**src/inc/stsa_defs.svh**
```systemverilog
// Constants for the test-clock gating and byte-alignment logic.
// Assumes inclusion by bare name from the design files; definitions only.
`ifndef STSA_DEFS_SVH
`define STSA_DEFS_SVH

// Alignment counter
`define STSA_CNT_W 3
`define STSA_CNT_RST 3'h0
`define STSA_CNT_ONE 3'h1
`define STSA_CNT_LAST 3'h7

// Mode register bit positions
`define STSA_M0_TDO_EN 7
`define STSA_M0_TDI_EN 6
`define STSA_M1_TMS0 3
`define STSA_M1_TMS1 4
`define STSA_M2_TCK_EN 0

// Serial input synchroniser depth (flops between pin and logic)
`define STSA_SYNC_LAT 2

// Reset values
`define STSA_BYTE_RST 8'h00
`define STSA_TDO_IDLE 1'b1
`define STSA_TMS_RST 1'b1

`endif

```
**src/inc/stsa_pkg.sv**
```systemverilog
// Types shared by the scan test-clock and alignment logic.
// Assumes nothing of its surroundings.
package stsa_pkg;
  // One serial byte as seen by the host
  typedef logic [7:0] stsa_byte_type;
  // Bit position within a byte
  typedef logic [2:0] stsa_pos_type;
endpackage : stsa_pkg

```
**src/logic/stsa_buf2.sv**
```systemverilog
// Small first-in first-out buffer with valid/ready on both sides.
// Assumes one clock, synchronous active-high reset.
module stsa_buf2 #(
  parameter int WIDTH = 8,
  parameter int DEPTH = 2
) (
  // Clock and reset
  input wire logic sys_clk,
  input wire logic rst,
  // Filling side
  input wire logic [WIDTH-1:0] in_data,
  input wire logic in_valid,
  output logic in_ready,
  // Draining side
  output logic [WIDTH-1:0] out_data,
  output logic out_valid,
  input wire logic out_ready
);
  localparam int PW = (DEPTH > 1) ? $clog2(DEPTH) : 1;
  localparam int CW = $clog2(DEPTH + 1);
  localparam logic [CW-1:0] FULL = CW'(DEPTH);

  // Pointer step with wrap at the depth
  function automatic logic [PW-1:0] ptr_step(input logic [PW-1:0] p);
    ptr_step = (p == PW'(DEPTH - 1)) ? '0 : PW'(p + 1'b1);
  endfunction

  logic [WIDTH-1:0] mem_reg [DEPTH]; // Storage entries
  logic [WIDTH-1:0] mem_next [DEPTH];
  logic [PW-1:0] wptr_reg, wptr_next; // Write index
  logic [PW-1:0] rptr_reg, rptr_next; // Read index
  logic [CW-1:0] cnt_reg, cnt_next; // Entries held
  logic push, pop;

  // Honest full and empty
  assign in_ready = (cnt_reg != FULL);
  assign out_valid = (cnt_reg != '0);
  assign out_data = mem_reg[rptr_reg];
  assign push = in_valid & in_ready;
  assign pop = out_valid & out_ready;

  // Next state of storage and pointers
  always_comb begin
    mem_next = mem_reg;
    wptr_next = wptr_reg;
    rptr_next = rptr_reg;
    cnt_next = cnt_reg;
    if (push) begin
      mem_next[wptr_reg] = in_data;
      wptr_next = ptr_step(wptr_reg);
    end
    if (pop) begin
      rptr_next = ptr_step(rptr_reg);
    end
    if (push && !pop) begin
      cnt_next = CW'(cnt_reg + 1'b1);
    end else if (pop && !push) begin
      cnt_next = CW'(cnt_reg - 1'b1);
    end
  end

  // Register stage
  always_ff @(posedge sys_clk) begin
    if (rst) begin
      wptr_reg <= '0;
      rptr_reg <= '0;
      cnt_reg <= '0;
    end else begin
      wptr_reg <= wptr_next;
      rptr_reg <= rptr_next;
      cnt_reg <= cnt_next;
    end
    mem_reg <= mem_next;
  end
endmodule // stsa_buf2

```
**src/logic/stsa_top.sv**
```systemverilog
// Test-clock gating, serial input sampling and byte alignment for a
// parallel-to-serial scan master. Assumes mode bits and host bytes come
// from logic on sys_clk; tdi comes from the scan chain pins.
`include "stsa_defs.svh"
module stsa_top (
  // Clock and reset
  input wire logic sys_clk,
  input wire logic rst,
  // Mode bits from the host
  input wire logic [7:0] mode_reg_zero,
  input wire logic [7:0] mode_reg_one,
  input wire logic [7:0] mode_reg_two,
  // Bytes to shift out
  input wire logic [7:0] tx_data,
  input wire logic tx_valid,
  output logic tx_ready,
  // Bytes shifted in
  output logic [7:0] rx_data,
  output logic rx_valid,
  input wire logic rx_ready,
  // Scan pins
  output logic tck,
  output logic tms0,
  output logic tms1,
  output logic tdo,
  input wire logic tdi,
  // Status
  output logic shifting,
  output logic [2:0] bit_pos
);
  // Last bit of a byte at this position
  function automatic logic at_last(input stsa_pkg::stsa_pos_type p);
    at_last = (p == `STSA_CNT_LAST);
  endfunction

  // Mode decode
  logic tdo_en, tdi_en, tck_en;
  assign tdo_en = mode_reg_zero[`STSA_M0_TDO_EN];
  assign tdi_en = mode_reg_zero[`STSA_M0_TDI_EN];
  assign tck_en = mode_reg_two[`STSA_M2_TCK_EN];

  // Clock run gate and shared counter
  logic run_reg, run_next;
  stsa_pkg::stsa_pos_type cnt_reg, cnt_next;
  // Outgoing shifter
  stsa_pkg::stsa_byte_type txb_reg, txb_next;
  logic txf_reg, txf_next; // Byte loaded
  logic tdo_reg, tdo_next;
  // Incoming path
  logic sync1_reg, sync2_reg; // Pin synchroniser
  logic [`STSA_SYNC_LAT-1:0] take_reg, take_next; // Sample pipeline
  stsa_pkg::stsa_pos_type tpos_reg [`STSA_SYNC_LAT];
  stsa_pkg::stsa_pos_type tpos_next [`STSA_SYNC_LAT];
  stsa_pkg::stsa_byte_type asm_reg, asm_next; // Assembling byte
  stsa_pkg::stsa_byte_type hold_reg, hold_next; // Completed byte
  logic holdf_reg, holdf_next;
  logic tms0_reg, tms0_next, tms1_reg, tms1_next;
  // Buffer handshakes
  stsa_pkg::stsa_byte_type txo_data;
  logic txo_valid, txo_ready, rxi_ready, consume;

  // Outgoing two-entry buffer
  stsa_buf2 #(.WIDTH(8), .DEPTH(2)) u_txbuf (
    .sys_clk(sys_clk), .rst(rst),
    .in_data(tx_data), .in_valid(tx_valid), .in_ready(tx_ready),
    .out_data(txo_data), .out_valid(txo_valid), .out_ready(txo_ready)
  );

  // Incoming two-entry buffer; a host stall backs up into the gate
  stsa_buf2 #(.WIDTH(8), .DEPTH(2)) u_rxbuf (
    .sys_clk(sys_clk), .rst(rst),
    .in_data(hold_reg), .in_valid(holdf_reg), .in_ready(rxi_ready),
    .out_data(rx_data), .out_valid(rx_valid), .out_ready(rx_ready)
  );

  // Test clock stops high; gate changes only while sys_clk is high
  // so the chain never sees a runt pulse as the gate opens or closes
  assign tck = sys_clk | ~run_reg;
  assign tdo = tdo_reg;
  assign tms0 = tms0_reg;
  assign tms1 = tms1_reg;
  assign shifting = run_reg;
  assign bit_pos = cnt_reg;

  // Byte leaves the outgoing shifter at the end of its last bit
  assign consume = run_reg & tdo_en & txf_reg & at_last(cnt_reg);
  // Refill whenever the shifter is empty or being emptied
  assign txo_ready = ~txf_reg | consume;

  // Next values of the shifting logic
  always_comb begin
    // Counter advances per running cycle, wraps, holds when gated
    cnt_next = run_reg ? 3'(cnt_reg + `STSA_CNT_ONE) : cnt_reg;
    // Outgoing byte kept loaded even while disabled
    txb_next = txb_reg;
    txf_next = txf_reg & ~consume;
    if (txo_valid && txo_ready) begin
      txb_next = txo_data;
      txf_next = 1'b1;
    end
    // Bit index is the shared counter, so a mid-byte enable starts there
    if (tdo_en && txf_next) begin
      tdo_next = txb_next[cnt_next];
    end else begin
      tdo_next = `STSA_TDO_IDLE;
    end
    // Sample pipeline covers the synchroniser delay
    // and carries each bit's position tag alongside it
    take_next = {take_reg[`STSA_SYNC_LAT-2:0], run_reg & tdi_en};
    tpos_next[0] = cnt_reg;
    for (int i = 1; i < `STSA_SYNC_LAT; i++) begin
      tpos_next[i] = tpos_reg[i-1];
    end
    // Assemble least significant bit first
    asm_next = asm_reg;
    hold_next = hold_reg;
    holdf_next = holdf_reg & ~rxi_ready;
    if (take_reg[`STSA_SYNC_LAT-1]) begin
      asm_next = {sync2_reg, asm_reg[7:1]};
      // Completion wins over a drain in the same cycle
      if (at_last(tpos_reg[`STSA_SYNC_LAT-1])) begin
        hold_next = {sync2_reg, asm_reg[7:1]};
        holdf_next = 1'b1;
      end
    end
    // Shift gate: mode, outgoing data present, incoming slot free
    // Next-cycle fill is used so bits still in flight never overrun the slot
    run_next = tck_en & (~tdo_en | txf_next) & (~tdi_en | ~holdf_next);
    tms0_next = mode_reg_one[`STSA_M1_TMS0];
    tms1_next = mode_reg_one[`STSA_M1_TMS1];
  end

  // Register stage of the shifting logic
  always_ff @(posedge sys_clk) begin
    if (rst) begin
      run_reg <= 1'b0;
      cnt_reg <= `STSA_CNT_RST;
      txb_reg <= `STSA_BYTE_RST;
      txf_reg <= 1'b0;
      tdo_reg <= `STSA_TDO_IDLE;
      take_reg <= '0;
      for (int i = 0; i < `STSA_SYNC_LAT; i++) begin
        tpos_reg[i] <= `STSA_CNT_RST;
      end
      asm_reg <= `STSA_BYTE_RST;
      hold_reg <= `STSA_BYTE_RST;
      holdf_reg <= 1'b0;
      tms0_reg <= `STSA_TMS_RST;
      tms1_reg <= `STSA_TMS_RST;
    end else begin
      run_reg <= run_next;
      cnt_reg <= cnt_next;
      txb_reg <= txb_next;
      txf_reg <= txf_next;
      tdo_reg <= tdo_next;
      take_reg <= take_next;
      tpos_reg <= tpos_next;
      asm_reg <= asm_next;
      hold_reg <= hold_next;
      holdf_reg <= holdf_next;
      tms0_reg <= tms0_next;
      tms1_reg <= tms1_next;
    end
  end

  // Two-flop pin synchroniser, sampled on sys_clk rising
  always_ff @(posedge sys_clk) begin
    if (rst) begin
      sync1_reg <= 1'b0;
      sync2_reg <= 1'b0;
    end else begin
      sync1_reg <= tdi;
      sync2_reg <= sync1_reg;
    end
  end

  // Checks; the hold slot and gate ones guard against losing a received
  // byte when the host stalls, which no output would show directly
  chk_tck_gate_level: assert property (@(posedge sys_clk) disable iff (rst)
    tck == !run_reg) else $error("test clock not gated by run");

  chk_tdi_sample_bit: assert property (@(posedge sys_clk) disable iff (rst)
    take_reg[`STSA_SYNC_LAT-1] |=> asm_reg[7] == $past(sync2_reg))
    else $error("serial input bit not taken");

  chk_shift_gate_full: assert property (@(posedge sys_clk) disable iff (rst)
    run_reg && $past(tdi_en) |-> !holdf_reg)
    else $error("clock runs with incoming slot full");

  chk_hold_no_clobber: assert property (@(posedge sys_clk) disable iff (rst)
    holdf_reg && !rxi_ready |-> !(take_reg[`STSA_SYNC_LAT-1] &&
      at_last(tpos_reg[`STSA_SYNC_LAT-1])))
    else $error("completed byte lands on a full slot");

  chk_gate_tx_loaded: assert property (@(posedge sys_clk) disable iff (rst)
    run_reg && $past(tdo_en) |-> txf_reg)
    else $error("clock runs with no outgoing byte");

  chk_cnt_shared_step: assert property (@(posedge sys_clk) disable iff (rst)
    run_reg ##1 run_reg |=> cnt_reg == 3'($past(cnt_reg, 2) + 3'h2))
    else $error("alignment counter lost a step");

  chk_tdo_mid_byte: assert property (@(posedge sys_clk) disable iff (rst)
    $past(tdo_en) && txf_reg |-> tdo == txb_reg[cnt_reg])
    else $error("outgoing bit not at counter position");

  chk_tdo_idle_off: assert property (@(posedge sys_clk) disable iff (rst)
    !$past(tdo_en) |-> tdo == `STSA_TDO_IDLE)
    else $error("outgoing pin not idle while disabled");

  chk_cnt_run_step: assert property (@(posedge sys_clk) disable iff (rst)
    run_reg |=> cnt_reg == 3'($past(cnt_reg) + `STSA_CNT_ONE))
    else $error("counter missed a running step");

  chk_cnt_wrap_zero: assert property (@(posedge sys_clk) disable iff (rst)
    run_reg && cnt_reg == 3'h7 |=> cnt_reg == 3'h0)
    else $error("counter did not wrap");

  chk_cnt_hold_gated: assert property (@(posedge sys_clk) disable iff (rst)
    !run_reg |=> $stable(cnt_reg))
    else $error("counter moved while gated");

  chk_rx_stall_keep: assert property (@(posedge sys_clk) disable iff (rst)
    rx_valid && !rx_ready |=> rx_valid && $stable(rx_data))
    else $error("incoming byte lost in stall");
endmodule // stsa_top

```
**config.mk**
```make
export PLATFORM = sky130hd
export DESIGN_NAME = stsa_top
export DESIGN_NICKNAME = d
export VERILOG_FILES = /design/src/inc/stsa_pkg.sv /design/src/logic/stsa_buf2.sv /design/src/logic/stsa_top.sv
export VERILOG_INCLUDE_DIRS = /design/src /design/src/inc
export SDC_FILE = /design/constraint.sdc
export NUM_CORES = 1
export LEC_CHECK = 0
export BUFFER_PORTS_ARGS = -buffer_cell sky130_fd_sc_hd__buf_2
export CORE_MARGIN = 2
export CORE_UTILIZATION = 35
export CTS_CLUSTER_DIAMETER = 60
export DETAILED_ROUTE_END_ITERATION = 6
export HOLD_SLACK_MARGIN = 0.12
export PLACE_DENSITY = 0.52
export SLEW_MARGIN = 25
export SYNTH_ARGS = -nofsm -noshare
export SYNTH_HDL_FRONTEND = slang
export SYNTH_SLANG_ARGS = --single-unit
```
**constraint.sdc**
```tcl
create_clock -name sys_clk -period 3.8 [get_ports sys_clk]
set_input_delay 0.76 -clock sys_clk [delete_from_list [all_inputs] [get_ports sys_clk]]
set_output_delay 0.76 -clock sys_clk [all_outputs]
set_load 0.05 [all_outputs]
```
* Yosys cells after proc, flatten, opt, wreduce, memory -nomap -nowiden
Index checks and enable logic that the tools add are counted.
Widths: inputs -> output; s select.
** Storage, ports and cells
- Logic and storage cells :: 118
- Register bits after elaboration :: 83
- Output and inout port bits :: 18
** Operators by class
- Add/subtract/negate cells :: 9
- Order comparisons :: 7
- Reduce and logical (&&, ||, !) cells :: 18
- Equality and inequality tests :: 4
- Bitwise operators :: 28
- Muxes and demuxes :: 27
** Operators with widths (count)
- $mux 8 :: 9
- $bwmux 16 :: 2
- $demux 8 s1 :: 2
- $and 1x1->1 :: 12
- $ge 2x2->1 const B :: 4
- $logic_and 1x1->1 :: 8
- $mux 1 :: 8
- $mux 2 :: 4
- $not 1->1 :: 8
- $not 1->2 :: 4
- $reduce_bool 2->1 :: 4
- $eq 3x3->1 const B :: 2
- $add 1x1->1 const B :: 4
- $add 2x1->2 const B :: 2
- $logic_not 1->1 :: 4
- $lt 2x1->1 const B :: 2
- $lt 3x4->1 const B :: 1
- $ne 2x2->1 const B :: 2
- $or 1x1->1 :: 4
- $sub 2x1->2 const B :: 2
- $add 3x1->3 const B :: 1
- $bmux 1 s3 :: 1
- $mux 3 :: 1
- $reduce_and 2->1 :: 1
- $reduce_or 2->1 :: 1

* Depth between registers and ports, before layout
- Depth after elaboration :: 9
- Depth in mapped cells :: 10
- Mapped depth without buffers :: 9

* Modules after synthesis
A second synthesis with hierarchy kept.
** Second synthesis, totals
- Cells, all modules :: 243
- Area, all modules :: 3079.2 µm²
** Modules (own cells, without submodules)
- stsa_buf2 :: area an instance 782.0 µm², instances 2, cells each 47, sequential area each 560.5 µm²
- stsa_top :: area an instance 1515.2 µm², instances 1, cells each 149, sequential area each 840.8 µm²

==> summary.md <==
| Metric | Value |
|---|---|
| Yosys top cell by area | `dfxtp_1` |
| Max cap viols | `0` |
| Bufs and invs on worst path | `3` |
| Hold WC Path Type | `flip-flop to flip-flop` |
| Area delta synth->final | `14.5%` |
| Top cells by area, synth | `dfxtp_1, edfxtp_1, mux2i_1, mux2_2, nor2_1` |
| Power per Cell Area | `631 mW/mm²` |
| Rows | `34` |
| Nets@finish | `333` |
| Post-synth cell types | `38` |
| P_leak | `1.35 nW` |
| Setup ws final | `0.581 ns` |
| DR iter-0 viols | `74` |
| DP HPWL | `3400 µm` |
| Slew HR | `51.2%` |
| Pre-antenna DRT Iters | `7` |
| Vias | `1910` |
| Final WL | `4950 µm` |
| Most Frequent Cell on Critical Path | `clkbuf_8` |
| Fin area | `0.00358 mm²` |
| Setup Buffers After CTS | `0` |
| Util after Layout | `41.3%` |
| Initial antenna violation count | `0` |
| Post-synthesis sequential area ratio | `62.7%` |
| Overflow after GRT | `0` |
| TritonCTS clock tree | `yes` |
| Register bit count reported by yosys | `82` |
| Mapped Nets | `299` |
| Final setup vio count | `0` |
| Vias in the first global route | `1758` |
| Async SR Flop Fraction | `0%` |
| Vias per cell | `4.72` |
| NetSw | `0.684 mW` |
| Hold slack | `0.440 ns` |
| Final hold violations | `0` |
| Largest net degree at the start of global routing | `28` |
| Peak supply drop | `0.000302 V` |
| Area of placed instances | `0.00335 mm²` |
| Clk network pwr share | `31.4%` |
| Setup Crit Path Kind | `clock port to output pin` |
| Post-Syn Instances | `258` |
| Non-Filler Instances | `405` |
| FILL cells | `853` |
| Worst skew pair latency | `0.45 ns` |
| RSZ-0062 raised after global routing | `false` |
| I/O pin count | `55` |
| DP Cell Count | `386` |
| Antenna Cells | `0` |
| DRC Markers | `0` |
| Core Area | `0.00868 mm²` |
| Setup TNS | `0 ns` |
| Area of the multi-input gates | `0.00106 mm²` |
| Cell area after synthesis | `0.00313 mm²` |
| Hold_buf cts | `0` |
| Post-synth top area share | `32.0%` |
| First-pass GRT wire length | `8340 µm` |
| Count leader, synth | `dfxtp_1` |
| CTS clk-pin slew, worst paths | `0.08 ns` |
| Routed Antenna Nets | `0` |
| Number of flops mapped to enable cells by yosys | `32` |
| Port buffer count | `35` |
| Setup crit end kind | `output pin` |
| Fin. max-slew vios | `0` |
| Die H | `98.6 µm` |
| WL/cell | `12.2 µm` |
| CP startpoint kind | `clock port` |
| Critical path peak fanout | `2` |
| Crit path cell chain | `clkbuf_8 -> clkbuf_8 -> nand2b_1 -> buf_2` |
| Avg Inst Size Synth | `12.1 µm²` |
| Worst-margin pin slew | `0.729 ns` |
| FF/Latch Area | `0.00196 mm²` |
| Starting Density | `36.1%` |
| Gp weighted congestion | `0.768` |
| Flop pwr share | `47.6%` |
| Most instantiated cells after synthesis | `dfxtp_1, edfxtp_1, nor2_1` |
| Clock Skews | `0.00627 ns` |
| Layout cells sized above 1 | `24.6%` |
| Crit path arrival time | `2.46 ns` |
| Internal | `1.58 mW` |
| Delay of the slowest critical-path stage | `0.22 ns` |
| Slowest stage cell, crit path | `buf_2` |
| Critical Path RT | `3.04 ns` |
| Pre-CTS WS | `0.813 ns` |
| Pwr Total | `2.26 mW` |
| Sw Share | `30.2%` |
| Die area | `0.00972 mm²` |
| Main synth FF type | `dfxtp_1` |
| GRT Util Overall | `11.0%` |
| Status | `complete, no violations` |
| Logic pwr share | `21.0%` |
| CTS resizes | `0` |
| Syn. warnings | `0` |
| Die width | `98.6 µm` |
| Largest delay contributor family on the critical path | `buffers and inverters` |
[worst reg2reg max path: stages, from the launching register on]
cell	delay, ns
dfxtp_1	0.44
ha_1	0.19
ha_1	0.18
a21bo_2	0.19
and3_4	0.32
inv_4	0.07
ha_1	0.31
or3_1	0.38
a21oi_1	0.13
[per-layer routing]
layer  share of wire, %  vias to the layer above  wire (µm)  GRT usage [%]
met5                  0                        -          0              0
met4                1.7                        0         85           4.85
met3                4.6                       12        230           4.40
met2                 48                       37       2370           17.5
met1                 46                      890       2270           13.3
li1                   -                      971          -              -
[cell type report]
cell class              instances  area share [%]
well taps                     108            3.77
clock inverters                 6            1.82
flip-flops and latches         82            54.7
inverters                       3           0.384
clock buffers                  14            4.85
repair buffers                 35            4.96
multi-input cells             157            29.5
[power by group through the flow]
stage	registers [mW]	logic, mW	clock network [mW]
after floorplan	1.08	0.431	0.0143
after global placement	1.10	0.474	0.0166
after detailed placement	1.10	0.477	0.0166
after CTS	1.08	0.481	0.732
after global routing	1.09	0.524	0.774
final	1.08	0.475	0.710
[final timing paths]
check                           cells after the start                   from                               to  slack, ns
worst max register to register                      8  bit_pos[0]$_SDFF_PP0_  u_txbuf.cnt_reg[1]$_SDFFE_PP0P_       1.52
worst min register to register                      1   sync1_reg$_SDFF_PP0_             sync2_reg$_SDFF_PP0_       0.44
worst max-delay path                                4                sys_clk                              tck       0.58
worst min-delay path                                1   sync1_reg$_SDFF_PP0_             sync2_reg$_SDFF_PP0_       0.44
[layout by cell type (no fill, tap or decap), types with 2 or more instances in the layout]
cell,netlist,final
dfxtp_1,50,50
buf_2,3,35
edfxtp_1,32,32
nor2_1,24,24
nand2_1,23,23
mux2i_1,18,18
a21oi_1,13,13
clkbuf_8,0,12
nor2b_1,11,11
mux2_2,10,10
a211oi_1,9,9
xor2_1,8,8
nand2b_1,4,4
or2_2,4,4
a31oi_1,4,4
ha_1,4,4
o21ai_0,3,3
inv_1,2,2
and3_1,2,2
xnor2_1,2,2
nand3_1,2,2
o211ai_1,2,2
a2111oi_0,2,2
or3_1,2,2
clkinv_2,0,2
[kinds of logic (layout without fill, tap and decap cells)]
kind of cell,Yosys count,after routing,share of synthesized area (%)
DFF,82,82,62.7
and+or+nand+nor,79,79,12.4
AOI/OAI and AO/OA,35,35,7.15
muxes,29,29,9.79
buffers and inverters,19,58,3.56
xor gates and xnor gates,10,10,2.80
adders and majority gates,4,4,1.60
Note: power is estimated with default switching activity, not from simulation.
